<file path="src/inc/ckm_map.svh">
`ifndef CKM_MAP_SVH
`define CKM_MAP_SVH

// Number of differential output pairs
`define CKM_NUM_OUTPUTS 6
// Width of the control synchroniser bank
`define CKM_NUM_SYNC 7
// Bit positions inside the synchroniser bank
`define CKM_BIT_CLK1 0
`define CKM_BIT_CLK2 1
`define CKM_BIT_PICK 2
`define CKM_BIT_FORCE 3
`define CKM_BIT_GATE_N 4
`define CKM_BIT_LEVEL 5
`define CKM_BIT_PWR_N 6
// Most input-clock cycles spent draining or parking
`define CKM_PARK_MAX_CYCLES 3
// Reset value of the cycle counter
`define CKM_CNT_RESET 2'h0
// Synchroniser reset value: power-down input idle high, all else low
`define CKM_SYNC_IDLE 7'h40

`endif

</file>
<file path="src/inc/ckm_pkg.sv">
package ckm_pkg;

  // Changeover sequence, Gray coded along run -> drain -> park
  typedef enum logic [1:0] {
    CKM_RUN   = 2'b00,
    CKM_DRAIN = 2'b01,
    CKM_PARK  = 2'b11
  } ckm_state_t;

endpackage : ckm_pkg

</file>
<file path="src/rtl/ckm_top.sv">
// How it works
// - Pick high selects clock one, low clock two
// - Pick change parks low within three old cycles
// - Park at most three new cycles, then follow
// - Changeover works for any input rate supported
// - Force pick switches even without a clock
// - Gate high drives outputs to disable level unless power down is active
// - Disable level sets the true output, complement gets its inverse
// - Power down pulls both outputs high
// - Selected clock copied to all six pairs
`timescale 1ns/100ps
`include "ckm_map.svh"

module ckm_top
  import ckm_pkg::*;
#(
  parameter int NUM_OUT = `CKM_NUM_OUTPUTS
) (
  input  wire logic               SYS_CLK_IN,
  input  wire logic               SRST_IN,
  input  wire logic               CLK1_IN,
  input  wire logic               CLK2_IN,
  input  wire logic               INPUT_PICK_IN,
  input  wire logic               FORCE_PICK_IN,
  input  wire logic               OUT_GATE_N_IN,
  input  wire logic               DISABLE_LEVEL_IN,
  input  wire logic               POWER_DOWN_N_IN,
  output logic      [NUM_OUT-1:0] CLK_OUT,
  output logic      [NUM_OUT-1:0] CLK_OUT_N_OUT,
  output logic                    ACTIVE_PICK_OUT
);

  ////////////////////////////////////////////////////////////////////////////
  // Input synchronisers

  logic [`CKM_NUM_SYNC-1:0] raw;
  logic [`CKM_NUM_SYNC-1:0] syn;

  assign raw = {POWER_DOWN_N_IN, DISABLE_LEVEL_IN, OUT_GATE_N_IN, FORCE_PICK_IN,
                INPUT_PICK_IN, CLK2_IN, CLK1_IN};

  ckm_sync #(
    .WIDTH (`CKM_NUM_SYNC)
  ) u_sync (
    .clk_in   (SYS_CLK_IN),
    .srst_in  (SRST_IN),
    .async_in (raw),
    .sync_out (syn)
  );

  logic clk1_s;
  logic clk2_s;
  logic pick_s;
  logic force_s;
  logic gate_n_s;
  logic level_s;
  logic pwr_n_s;

  assign clk1_s   = syn[`CKM_BIT_CLK1];
  assign clk2_s   = syn[`CKM_BIT_CLK2];
  assign pick_s   = syn[`CKM_BIT_PICK];
  assign force_s  = syn[`CKM_BIT_FORCE];
  assign gate_n_s = syn[`CKM_BIT_GATE_N];
  assign level_s  = syn[`CKM_BIT_LEVEL];
  assign pwr_n_s  = syn[`CKM_BIT_PWR_N];

  function automatic logic pick_clk(input logic sel, input logic c1, input logic c2);
    pick_clk = sel ? c1 : c2;
  endfunction : pick_clk

  ////////////////////////////////////////////////////////////////////////////
  // Changeover sequence

  ckm_state_t state_q;
  ckm_state_t state_d;
  logic       cur_q;
  logic       cur_d;
  logic       next_q;
  logic       next_d;
  logic [1:0] cnt_q;
  logic [1:0] cnt_d;
  logic       old_prev_q;
  logic       old_prev_d;
  logic       old_clk;
  logic       new_clk;
  logic       old_fall;
  logic       new_fall;

  assign old_clk  = pick_clk(cur_q, clk1_s, clk2_s);
  assign new_clk  = pick_clk(next_q, clk1_s, clk2_s);
  assign old_fall = old_prev_q & ~old_clk;
  assign new_fall = old_prev_q & ~new_clk;

  // Runs regardless of gate so a gated changeover still completes
  always_comb begin
    state_d    = state_q;
    cur_d      = cur_q;
    next_d     = next_q;
    cnt_d      = cnt_q;
    old_prev_d = (state_q == CKM_PARK) ? new_clk : old_clk;
    case (state_q)
      CKM_RUN: begin
        if (pick_s != cur_q) begin
          next_d  = pick_s;
          cnt_d   = `CKM_CNT_RESET;
          state_d = CKM_DRAIN;
        end
      end
      CKM_DRAIN: begin
        // Park once the old clock is low, so no high pulse is cut short; force parks at once
        if (old_fall || !old_clk || force_s) begin
          cnt_d   = `CKM_CNT_RESET;
          cur_d   = next_q;
          state_d = CKM_PARK;
        end
      end
      CKM_PARK: begin
        // A new pick restarts the park on the newest target
        if (pick_s != next_q) begin
          next_d = pick_s;
          cur_d  = pick_s;
          cnt_d  = `CKM_CNT_RESET;
        end else if (new_fall || force_s ||
                     (!new_clk && cnt_q != `CKM_CNT_RESET)) begin
          // Resume after a new low phase so the first pulse is whole
          state_d = CKM_RUN;
        end else if (!new_clk) begin
          cnt_d = cnt_q + 2'h1;
        end
      end
      default: begin
        state_d = CKM_RUN;
      end
    endcase
  end

  always_ff @(posedge SYS_CLK_IN) begin
    if (SRST_IN) begin
      state_q    <= CKM_RUN;
      cur_q      <= 1'b0;
      next_q     <= 1'b0;
      cnt_q      <= `CKM_CNT_RESET;
      old_prev_q <= 1'b0;
    end else begin
      state_q    <= state_d;
      cur_q      <= cur_d;
      next_q     <= next_d;
      cnt_q      <= cnt_d;
      old_prev_q <= old_prev_d;
    end
  end

  ////////////////////////////////////////////////////////////////////////////
  // Output stage

  logic [NUM_OUT-1:0] out_d;
  logic [NUM_OUT-1:0] out_n_d;
  logic               act_d;

  always_comb begin
    act_d = cur_q;
    if (!pwr_n_s) begin
      out_d   = '1;
      out_n_d = '1;
    end else if (gate_n_s) begin
      // Gating is only as fast as the synchroniser allows
      out_d   = {NUM_OUT{level_s}};
      out_n_d = {NUM_OUT{~level_s}};
    end else if (state_q != CKM_PARK) begin
      // Drain keeps the old clock until it is low, so no pulse is cut
      out_d   = {NUM_OUT{old_clk}};
      out_n_d = {NUM_OUT{~old_clk}};
    end else begin
      out_d   = '0;
      out_n_d = '1;
    end
  end

  always_ff @(posedge SYS_CLK_IN) begin
    if (SRST_IN) begin
      CLK_OUT         <= '0;
      CLK_OUT_N_OUT   <= '1;
      ACTIVE_PICK_OUT <= 1'b0;
    end else begin
      CLK_OUT         <= out_d;
      CLK_OUT_N_OUT   <= out_n_d;
      ACTIVE_PICK_OUT <= act_d;
    end
  end

endmodule : ckm_top

</file>
<file path="src/rtl/ckm_sync.sv">
`timescale 1ns/100ps
`include "ckm_map.svh"

module ckm_sync
  import ckm_pkg::*;
#(
  parameter int WIDTH = `CKM_NUM_SYNC
) (
  input  wire logic             clk_in,
  input  wire logic             srst_in,
  input  wire logic [WIDTH-1:0] async_in,
  output logic      [WIDTH-1:0] sync_out
);

  logic [WIDTH-1:0] meta_q;
  logic [WIDTH-1:0] sync_q;

  // First stage feeds only the second stage
  always_ff @(posedge clk_in) begin
    if (srst_in) begin
      // Idle levels, so leaving reset shows no false power down
      meta_q <= WIDTH'(`CKM_SYNC_IDLE);
      sync_q <= WIDTH'(`CKM_SYNC_IDLE);
    end else begin
      meta_q <= async_in;
      sync_q <= meta_q;
    end
  end

  assign sync_out = sync_q;

endmodule : ckm_sync

</file>
<file path="config.mk">
export PLATFORM = sky130hd
export DESIGN_NAME = ckm_top
export DESIGN_NICKNAME = d
export VERILOG_FILES = /design/src/inc/ckm_pkg.sv /design/src/rtl/ckm_top.sv /design/src/rtl/ckm_sync.sv
export VERILOG_INCLUDE_DIRS = /design/src /design/src/inc
export SDC_FILE = /design/constraint.sdc
export NUM_CORES = 1
export LEC_CHECK = 0
export BUFFER_PORTS_ARGS = -buffer_cell sky130_fd_sc_hd__buf_2
export CAP_MARGIN = 20
export CORE_MARGIN = 1.5
export CORE_UTILIZATION = 40
export DETAILED_ROUTE_END_ITERATION = 10
export GPL_ROUTABILITY_DRIVEN = 0
export SETUP_SLACK_MARGIN = 0.02
export SLEW_MARGIN = 20
export SYNTH_ARGS = -nofsm -noshare
export SYNTH_HDL_FRONTEND = slang
export SYNTH_SLANG_ARGS = --single-unit
</file>
<file path="constraint.sdc">
create_clock -name SYS_CLK_IN -period 1.41 [get_ports SYS_CLK_IN]
set_input_delay 0.3525 -clock SYS_CLK_IN [delete_from_list [all_inputs] [get_ports SYS_CLK_IN]]
set_output_delay 0.3525 -clock SYS_CLK_IN [all_outputs]
set_load 0.01 [all_outputs]
</file>
Word level (Yosys, flattened, before mapping) --
Cells that the tools add are included. Widths: inputs -> output; s select.
Operators by class: $add $sub $neg 1, eq/ne operators 12, multiplexer cells 24, bitwise gates (word level) 6, reductions and logical operators 17
Operators with widths (number):
- $mux 6 | 5
- $mux 2 | 9
- $pmux 2 s3 | 2
- $ne 2x2->1 const B | 4
- $mux 1 | 6
- $reduce_and 3->1 | 2
- $reduce_bool 2->1 | 3
- $reduce_and 5->1 | 1
- $logic_or 1x1->1 | 4
- $ne 2x1->1 const B | 2
- $not 1->1 | 4
- $pmux 1 s2 | 2
- $reduce_and 4->1 | 1
- $ne 3x2->1 const B | 1
- $ne 3x3->1 const B | 1
- $reduce_bool 3->1 | 1
- $add 2x1->2 const B | 1
- $and 1x1->1 | 2
- $eq 2x1->1 const B | 1
- $eq 2x2->1 const B | 1
- $logic_not 1->1 | 2
- $logic_not 2->1 | 1
- $ne 1x1->1 | 2
- $reduce_or 2->1 | 1
- $logic_and 1x1->1 | 1
Word-level totals: register bits after elaboration 34, input bits 9, output and inout bits 13, word-level logic and storage cells 70

Logic depth before layout (Yosys ltp) --
Gate-level depths: netlist of run 1.
depth after elaboration 8, depth in mapped cells 5, mapped depth without buffers 5

Hierarchy --
From an unflattened synthesis of run 1, not the netlist that was laid out.
Second synthesis, totals: cells, all modules 110, area total of the unflattened synthesis 1106.1 um^2
By module, submodules not included:
- ckm_top | instances 1, cells each 81, area an instance 723.2 um^2, seq. area each 200.2 um^2
- ckm_sync | instances 1, cells each 29, area an instance 382.9 um^2, seq. area each 280.3 um^2

Worst setup path before layout of run 1 --
Ideal clock, no wire load.
path kind flip-flop to flip-flop, start point register cur_q (netlist: act_d), end point register cnt_q[0], setup time 0.072 ns, data arrival time 1.319 ns, data required time 1.338 ns, slack 0.019 ns, cell stages (with the launch flop) 6, buffers on the path 1, period minus slack after synthesis 1.391 ns, path through dfxtp_1 > buf_2 > mux2i_1 > o41ai_2 > nor4_4 > mux2i_1
On the way: word-level cells in the longest chain between the ends 7, elaborated cells on any way between the ends 10, those cells by class eq/ne (3); mux (1); bitwise (2); reduce/logical (4)
Ends and longest elaborated chain:
- from (decl) | RTL line ckm_top.sv:76 | logic cur_q;
- from (signal assigned) | RTL line ckm_top.sv:146 | cur_q <= cur_d;
- $mux 1 | RTL line ckm_top.sv:68 | pick_clk = sel ? c1 : c2;
- $not 1->1 | RTL line ckm_top.sv:91 | assign old_fall = old_prev_q & ~old_clk;
- $and 1x1->1 | RTL line ckm_top.sv:91
- $logic_or 1x1->1 (2 in a row) | RTL line ckm_top.sv:111 | if (old_fall || !old_clk || force_s) begin
- $ne 2x2->1 (no source line)
- $reduce_and 5->1 (no source line) (*)
- to (signal assigned) | RTL line ckm_top.sv:142 | cnt_q <= `CKM_CNT_RESET;
- to (signal assigned) | RTL line ckm_top.sv:148 | cnt_q <= cnt_d;
- to (decl) | RTL line ckm_top.sv:80 | logic [1:0] cnt_q;
Every way passes the cells marked *; elsewhere a longest branch is shown, timed or not. A chain may end at the register's enable or synchronous reset.

Worst setup path in the final report of run 1 --
start point register next_q, end point register cnt_q[1]
On the way: word-level cells in the longest chain between the ends 7, elaborated cells on any way between the ends 13, those cells by class eq/ne (3); mux (3); bitwise (2); reduce/logical (5)
Ends and longest elaborated chain:
- from (decl) | RTL line ckm_top.sv:78 | logic next_q;
- from (signal assigned) | RTL line ckm_top.sv:147 | next_q <= next_d;
- $mux 1 | RTL line ckm_top.sv:68
- $not 1->1 | RTL line ckm_top.sv:92 | assign new_fall = old_prev_q & ~new_clk;
- $and 1x1->1 | RTL line ckm_top.sv:92
- $logic_or 1x1->1 (2 in a row) | RTL line ckm_top.sv:123 | end else if (new_fall || force_s ||
- $ne 3x3->1 (no source line)
- $reduce_and 5->1 (no source line)
Parallel ways exist; a longest one is shown, timed or not.

==> results.cfg, run 1 <==
[timing]
clock.fmax_mhz = 703
skew_ns = 0.00390
finalCriticalPeriod_ns = 1.42
tightest_slew_ns = 0.415
rsz0062_at_grt = true
fin_crit_sh_pct = 101
setup-violations-final = 2
finalHoldViolCount = 0
drv_slew = 0
relSlewSlack_pct = 72.0
setup_slack_ns = -0.0132
hold_ws_ns = 0.223

[critical_path]
cp-start-kind = flip-flop
worstSetupPathType = reg2reg
cp-end-kind = flip-flop
r2r-end = cnt_q[1]
ff2ff_path_depth = 5
cp_max_fo = 4
worst_ep_arrival_time_ns = 1.67
regToRegSetupSlack_ns = -0.01
crit_required_ns = 1.66
reg2reg_from = next_q

[route]
vias_per_cell = 4.82
avgRoutedWirePerCell_um = 12.1
dr.first_iter.drc_count = 12
drcViolationCount = 0
routed_wl_um = 1900
drtPass1Iterations = 4
ant_nets = 0
vias = 756

[clock_network]
cts_max_level = 1
cts_sinks = 24
insertion_delay_ns = 0.30
clock_path_buffers = 2
clk_pin_slew_ns = 0.13
cts_made_buffers = 3
postCtsHoldBufs = 0
cts_root_buf = clkbuf_4
cts_tree = done

[place]
io_buffer_count = 21
dp_hpwl_um = 1300

[global_route]
grt_antenna_before_repair = 0
grt_max_degree = 15
grt-ovfl-total = 0
grt_pass1_wl_um = 2970
grt_pass1_vias = 657
grt_use_total_pct = 12.0

[synth]
synth.top_cell.area_share_pct = 43.3
syn-num-nets = 116
async_reset_ff_share_pct = 0
synth_top_area_cell = dfxtp_1
postSynthRegisterBits = 24
syn-cell-area_sq_um = 1110
postSynthAreaPerCell_sq_um = 10.5
yosysWarnings = 0
synth_cells = 106
synth_flop_cell = dfxtp_1
synth_edf_count = 0
yosysSeqAreaShare_pct = 43.3
synth_cell_types = 35
synth_area_leaders = dfxtp_1, nor2b_1, buf_4

[outcome]
status = finished, violations left
violations = negative setup slack

[power_and_ir_drop]
total_power_mw = 1.39
p_per_area_nw_per_um2 = 1030
p_leak_nw = 0.553
irDropWorstVdd_uv = 831

[worst_hold_path]
min_to = u_sync.meta_q[6]
whs_path_depth = 2
min_from = POWER_DOWN_N_IN
hold_class = in2reg

[finish]
n_antenna_cell = 0
drive_gt1_share_pct = 45.7
nNetsFinal = 138
multiInputGateArea_sq_um = 537
seq_area_sq_um = 489
fill_cells = 227
area_growth_syn_to_layout_pct = 22.3

[die]
rows = 18
start_util_pct = 43.6
core_sq_um = 2540
die_y_um = 55.7
die_area_sq_um = 3100
boundaryPins = 22
die_x_um = 55.7

[job]
max_cap_violations = 0
==> worst max-delay path, stage by stage, from the launching register on <==
cell and delay, ns:
dfxtp_2 0.35, buf_6 0.13, xor2_4 0.19, or2_1 0.23, or3b_1 0.34, mux2i_1 0.12
==> cell type report <==
class | count | area share (%)
inverter | 4 | 1.11
tap | 30 | 2.76
timing repair buffer | 34 | 16.7
clock buffer | 3 | 1.66
multi-input combinational | 61 | 39.5
sequential | 24 | 36.0
clock inverter | 1 | 2.21
==> report_power, final <==
| group | switching [mW] | total (mW) | internal, mW |
|---|---|---|---|
| combinational | 0.0827 | 0.175 | 0.0923 |
| clock | 0.203 | 0.490 | 0.287 |
| sequential | 0.0195 | 0.727 | 0.708 |
| total | 0.305 | 1.39 | 1.09 |
==> layout by cell type, fill, tap and decap left out, types with 2 or more instances in the layout <==
| cell type | instances |
|---|---|
| buf_2 | 21 |
| dfxtp_1 | 17 |
| nor2b_1 | 15 |
| buf_4 | 10 |
| dfxtp_2 | 7 |
| mux2i_1 | 6 |
| inv_1 | 4 |
| nand2b_1 | 3 |
| a21oi_1 | 3 |
| or2_1 | 3 |
| clkbuf_4 | 3 |
| nand2_1 | 2 |
| mux2_2 | 2 |
| or3b_1 | 2 |
| nand3_1 | 2 |
| or2_2 | 2 |
| a211oi_1 | 2 |
==> registers in the layout, indices dropped and copies added (netlist names) <==
signal / flops
u_sync.meta_q: 7
u_sync.sync_out: 7
cnt_q: 2
state_q: 2
ACTIVE_PICK_OUT: 1
CLK_OUT: 1
CLK_OUT_N_OUT: 1
act_d: 1
next_q: 1
old_prev_q: 1
==> Yosys cell counts, types with 2 or more instances <==
cell type / number
nand2b_1: 3
buf_6: 2
a211oi_1: 2
nor2b_1: 15
inv_1: 4
or2_2: 2
or2_1: 2
nand2_1: 2
dfxtp_1: 24
mux2_2: 2
mux2i_1: 7
buf_4: 10
nand3_1: 3
clkbuf_1: 2
a21oi_1: 3
buf_2: 3
or3b_1: 2
==> metal layers <==
metal | vias up | part of all wire, % | GRT usage, %
li1 | 385 | - | -
met1 | 354 | 44 | 15.3
met2 | 13 | 52 | 20.2
met3 | 4 | 2.7 | 2.79
met4 | 0 | 1.7 | 3.14
met5 | - | 0 | 0
==> worst max-delay path by stage <==
stage | from | to | slack [ns] | depth (start not counted)
floorplan | cnt_q[0] | cnt_q[0] | 0.03 | 5
global placement | u_sync.sync_out[2] | cnt_q[1] | -0.07 | 4
detailed placement | cnt_q[0] | cnt_q[0] | -0.11 | 5
CTS | next_q | cnt_q[1] | -0.03 | 5
global route | act_d | act_d | -0.06 | 5
finish | next_q | cnt_q[1] | -0.01 | 5
==> kinds of logic (layout without fill, tap and decap cells) <==
kind of cell / after synthesis / in the layout / share of synthesized area [%]
multiplexers: 9 / 9 / 8.34
buffers and inverters: 21 / 42 / 12.2
AO/OA/AOI/OAI: 12 / 12 / 9.47
AND/OR/NAND/NOR: 37 / 37 / 22.3
flip-flops: 24 / 24 / 43.3
XOR/XNOR: 2 / 2 / 3.27
adder cells (fa/ha/maj): 1 / 1 / 1.13
==> per-stage QoR <==
| step | setup TNS [ns] | area, sq um | utilization (%) | setup slack (ns) | std cells |
|---|---|---|---|---|---|
| final | -0.0215 | 1360 | 53.3 | -0.0132 | 157 |
| after global routing | -0.253 | 1360 | 53.3 | -0.0641 | 157 |
| after CTS | -0.0355 | 1290 | 50.7 | -0.0265 | 154 |
| after detailed placement | -0.374 | 1210 | 47.6 | -0.110 | 150 |
| after global placement | -0.157 | 1210 | 47.6 | -0.0692 | 150 |
| after floorplan | 0 | 1110 | - | 0.0347 | 106 |
==> what timing repair did <==
| item | CTS | global route |
|---|---|---|
| hold endpoints to repair | 0 | 0 |
| gates resized for setup | 9 | 8 |
| setup endpoints to repair | 5 | 5 |
| pin swaps | 4 | 2 |
| buffers inserted | 0 | 3 |
(Power assumes the default switching activity.)
==> run 2: changes to the inputs <==
Settings changed: PLACE_DENSITY from default to 0.74.
==> run 2 against run 1 <==
  * The run still ends with negative setup slack left
  * Sequential share of layout area up 1.0 points
  * Final cell count decreased by 0.64%
  * Critical path depth did not move
  * Non-clock buffer count fell by 1
  * Utilization decreased by 1.2 points
  * Clock power down 2%
  * Clock skew rose by 0.0010 ns
  * Register-to-register slack lost 0.04 ns
  * Hold slack lost 0.0026 ns
  * Critical path type unchanged
  * Critical endpoint unchanged
  * Largest power group unchanged
==> results.cfg, run 2 (same netlist as run 1, synthesis figures left out) <==
[outcome]
status = finished, violations left
violations = negative setup slack

[worst_hold_path]
whs_path_depth = 2
hold_class = in2reg

[timing]
setup_slack_ns = -0.0503
tightest_slew_ns = 0.400
fin_crit_sh_pct = 104
relSlewSlack_pct = 73.1
setup-violations-final = 3
finalCriticalPeriod_ns = 1.46
finalHoldViolCount = 0
rsz0062_at_grt = true
skew_ns = 0.00494
hold_ws_ns = 0.221
drv_slew = 0
clock.fmax_mhz = 685

[die]
boundaryPins = 22
rows = 18
start_util_pct = 43.6
die_x_um = 55.7
die_y_um = 55.7
die_area_sq_um = 3100
core_sq_um = 2540

[place]
io_buffer_count = 21
dp_hpwl_um = 1350
placed_area_sq_um = 1200

[clock_network]
cts_root_buf = clkbuf_4
cts_made_buffers = 3
clock_path_buffers = 2
insertion_delay_ns = 0.31
cts_max_level = 1
cts_tree = done
clk_pin_slew_ns = 0.12
cts_sinks = 24

[route]
avgRoutedWirePerCell_um = 11.5
ant_nets = 0
vias_per_cell = 4.80
dr.first_iter.drc_count = 9
routed_wl_um = 1790
drcViolationCount = 0
vias = 749
drtPass1Iterations = 3

[critical_path]
cp-end-kind = flip-flop
ff2ff_path_depth = 5
worst_ep_arrival_time_ns = 1.71
cp_max_fo = 3
worstSetupPathType = reg2reg
crit_required_ns = 1.66
cp-start-kind = flip-flop

[finish]
n_antenna_cell = 0
layout_common_cells = buf_2, dfxtp_1, nor2b_1
area_growth_syn_to_layout_pct = 19.6
nNetsFinal = 137
mostFrequentLayoutCell = buf_2
finish.instance_area_sq_um = 1330
drive_gt1_share_pct = 44.4

[global_route]
grt_pass1_wl_um = 2990
grt_antenna_before_repair = 0
grt_max_degree = 19
grt_pass1_vias = 667
grt_use_total_pct = 12.2
grt-ovfl-total = 0

[power_and_ir_drop]
irDropWorstVdd_uv = 969
p_leak_nw = 0.544
p_per_area_nw_per_um2 = 1040

[job]
max_cap_violations = 0
run 2: power by group:
part           switching, mW  internal [mW]  leakage, nW
sequential            0.0210          0.706        0.200
clock                  0.193          0.287       0.0279
combinational         0.0791         0.0909        0.316
total                  0.293           1.08        0.544
run 2: worst paths after layout:
kind | end | start | slack (ns)
hold reg to reg | u_sync.sync_out[6] | u_sync.meta_q[6] | 0.42
hold / removal | u_sync.meta_q[6] | POWER_DOWN_N_IN | 0.22
setup reg to reg | cnt_q[1] | next_q | -0.05
setup / recovery | cnt_q[1] | next_q | -0.05
run 2: layout make-up:
type	count	area (sq um)
inverter	4	15.0
fill	233	1220
timing repair buffer	33	206
multi-input combinational	61	524
clock inverter	1	30.0
clock buffer	3	22.5
sequential	24	492
tap	30	37.5
run 2: routing by layer:
metal / GRT usage (%) / vias to the layer above / wire [um]
met5: 0 / - / 0
met4: 3.14 / 0 / 17
met3: 4.42 / 2 / 67
met1: 13.5 / 350 / 733
li1: - / 382 / -
met2: 21.9 / 15 / 974
run 2: critical path: stages, from the launching register on:
cell and delay, ns:
dfxtp_2 0.36, buf_6 0.13, xor2_4 0.18, or2_1 0.24, or3b_1 0.36, mux2i_1 0.13
run 2: through the flow:
stage               worst slack, ns  power [mW]  std cells  utilization [%]  TNS [ns]
floorplan                    0.0347       0.866        106                -         0
global placement            -0.0420       0.894        149             47.3   -0.0976
detailed placement           -0.124       0.900        149             47.3    -0.461
CTS                         -0.0570        1.40        154             50.8   -0.0804
global route                 -0.123        1.44        156             52.2    -0.332
finish                      -0.0503        1.38        156             52.2   -0.0666
run 2: timing repair:
action | in CTS | in global routing
buffers inserted | 1 | 2
pin swaps | 5 | 3
setup endpoints to repair | 5 | 6
gates resized for setup | 7 | 8
hold buffers | 0 | 0
==> run 3: changes to the inputs <==
Settings changed: ABC_AREA from default to 1, PLACE_DENSITY 0.74 to 0.75, SKIP_CTS_REPAIR_TIMING from default to 1.
==> run 3 against run 2 <==
  * The flow now finishes without violations
  * Design area fell by 12%
  * Routed wire length decreased by 5.1%
  * Setup slack better by 0.22 ns
  * Flip-flop and latch count is the same
  * Final cell count is 20% higher
  * Hold slack worse by 0.014 ns
  * Register-to-register slack better by 0.22 ns
  * Synthesized cell count is 36% higher
  * Total power up 5.8%
==> results.cfg, run 3 <==
[route]
routed_wl_um = 1700
drcViolationCount = 0
avgRoutedWirePerCell_um = 9.10
dr.first_iter.drc_count = 6
vias = 806
vias_per_cell = 4.31
ant_nets = 0
drtPass1Iterations = 4

[place]
io_buffer_count = 21
dp_hpwl_um = 1370

[synth]
synth_top_family_by_area = simple AND/OR/NAND/NOR gates
synth_top_area_cell = dfxtp_1
postSynthRegisterBits = 24
syn-num-nets = 154
yosysWarnings = 0
yosys.area_share.adder_pct = 1.19
postSynthAreaPerCell_sq_um = 7.32
synth_simple_gate_area_share_pct = 29.7
synth_flop_cell = dfxtp_1
synth_area_leaders = dfxtp_1, nand2_1, inv_1
muxShareOfSynthArea_pct = 0
synth_cells = 144
synth_xor_area_share_pct = 0
synth.top_cell.area_share_pct = 45.6
async_reset_ff_share_pct = 0
syn-cell-area_sq_um = 1050
synth_cell_types = 22
synth-compound-area-share_pct = 4.98
netlist_top_cells_count = nand2_1, inv_1, dfxtp_1
synth_edf_count = 0
synth_most_common_cell = nand2_1
yosysSeqAreaShare_pct = 45.6

[timing]
fin_crit_sh_pct = 88.0
skew_ns = 0.00331
drv_slew = 0
finalCriticalPeriod_ns = 1.24
rsz0062_at_grt = false
setup_tns_ns = 0
setup-violations-final = 0
finalHoldViolCount = 0
clock.fmax_mhz = 806
relSlewSlack_pct = 78.5
tightest_slew_ns = 0.322
hold_ws_ns = 0.206

[critical_path]
crit_family = simple AND/OR/NAND/NOR gates
worst_ep_arrival_time_ns = 1.47
path_common_cell = nand2_2
r2r-end = cnt_q[0]
worst-path-stages = 9
crit_required_ns = 1.64
crit_chain = inv_2 > nand2_2 > nand2_2 > nand2_1 > nand2_1 > nand2_2 > nand3_2 > nor2_1 > nor2_2
cp_slowest_cell = dfxtp_1
cp-end-kind = flip-flop
reg2reg_from = next_q
cp_max_fo = 6
cp-start-kind = flip-flop
cp_num_buf_inv = 1
regToRegSetupSlack_ns = 0.17
critPathMaxStageDelay_ns = 0.45
ff2ff_path_depth = 9
worstSetupPathType = reg2reg

[global_route]
grt_pass1_wl_um = 2800
grt_pass1_vias = 692
grt_use_met3_pct = 2.46
grt-ovfl-total = 0
grt_use_met1_pct = 15.2
grt-busiest-layer = met2
grt_antenna_before_repair = 0
grt_max_degree = 20
grt_use_total_pct = 13.2
met2_usage_pct = 23.9

[finish]
area_growth_syn_to_layout_pct = 10.6
mostFrequentLayoutCell = nand2_1
layout_common_cells = nand2_1, inv_1, dfxtp_1
n_antenna_cell = 0
drive_gt1_share_pct = 27.4
nNetsFinal = 168
fill_cells = 242

[worst_hold_path]
min_to = u_sync.meta_q[6]
whs_path_depth = 2
hold_class = in2reg
min_from = POWER_DOWN_N_IN

[die]
die_y_um = 54.4
core_sq_um = 2480
boundaryPins = 22
rows = 18
die_area_sq_um = 2950
die_x_um = 54.4
start_util_pct = 42.6

[outcome]
status = finished, final reports clean

[clock_network]
clock_path_buffers = 2
clk_pin_slew_ns = 0.13
cts_max_level = 1
insertion_delay_ns = 0.31
cts_sinks = 24
cts_root_buf = clkbuf_4
cts_made_buffers = 3
cts_tree = done

[power_and_ir_drop]
p_leak_nw = 0.577
p_per_area_nw_per_um2 = 1250
irDropWorstVdd_uv = 930

[job]
max_cap_violations = 0
==> run 3: metrics by stage <==
step | instances | power (mW) | instance area (sq um) | utilization (%) | setup WS, ns
3_5_place_dp | 183 | 0.976 | 1110 | 44.9 | 0.183
2_1_floorplan | 144 | 0.937 | 1050 | - | 0.313
5_1_grt | 187 | 1.54 | 1170 | 47.1 | 0.0344
6_report | 187 | 1.46 | 1170 | 47.1 | 0.170
4_1_cts | 187 | 1.47 | 1170 | 47.1 | 0.157
3_3_place_gp | 183 | 0.965 | 1110 | 44.9 | 0.237
==> run 3: layout make-up <==
cell class | instances | area [sq um] | area share (%)
inverters | 30 | 113 | 9.66
clock inverters | 1 | 30.0 | 2.58
flip-flops and latches | 24 | 480 | 41.2
repair buffers | 21 | 105 | 9.01
multi-input cells | 78 | 378 | 32.4
clock buffers | 3 | 22.5 | 1.93
well taps | 30 | 37.5 | 3.22
==> run 3: per-layer routing <==
layer | part of all wire, % | wire length (um)
met2 | 52 | 891
met1 | 42 | 717
met4 | 1.4 | 23
met5 | 0 | 0
met3 | 4.1 | 69
==> run 3: worst max path at each step <==
stage,startpoint,endpoint,slack [ns]
floorplan,cnt_q[0],cnt_q[0],0.31
global placement,cnt_q[0],cnt_q[0],0.24
detailed placement,next_q,cnt_q[0],0.18
CTS,next_q,cnt_q[0],0.16
global route,next_q,cnt_q[1],0.03
finish,next_q,cnt_q[0],0.17
==> run 3: power breakdown <==
part,switching (mW),total [mW],internal [mW]
sequential,0.0264,0.745,0.719
combinational,0.128,0.213,0.0847
clock,0.212,0.499,0.287
total,0.366,1.46,1.09
==> run 3: kinds of logic after synthesis <==
group | count (synthesis)
simple gates | 68
buf+inv | 42
flops | 24
compound gates | 9
fa+ha+maj | 1
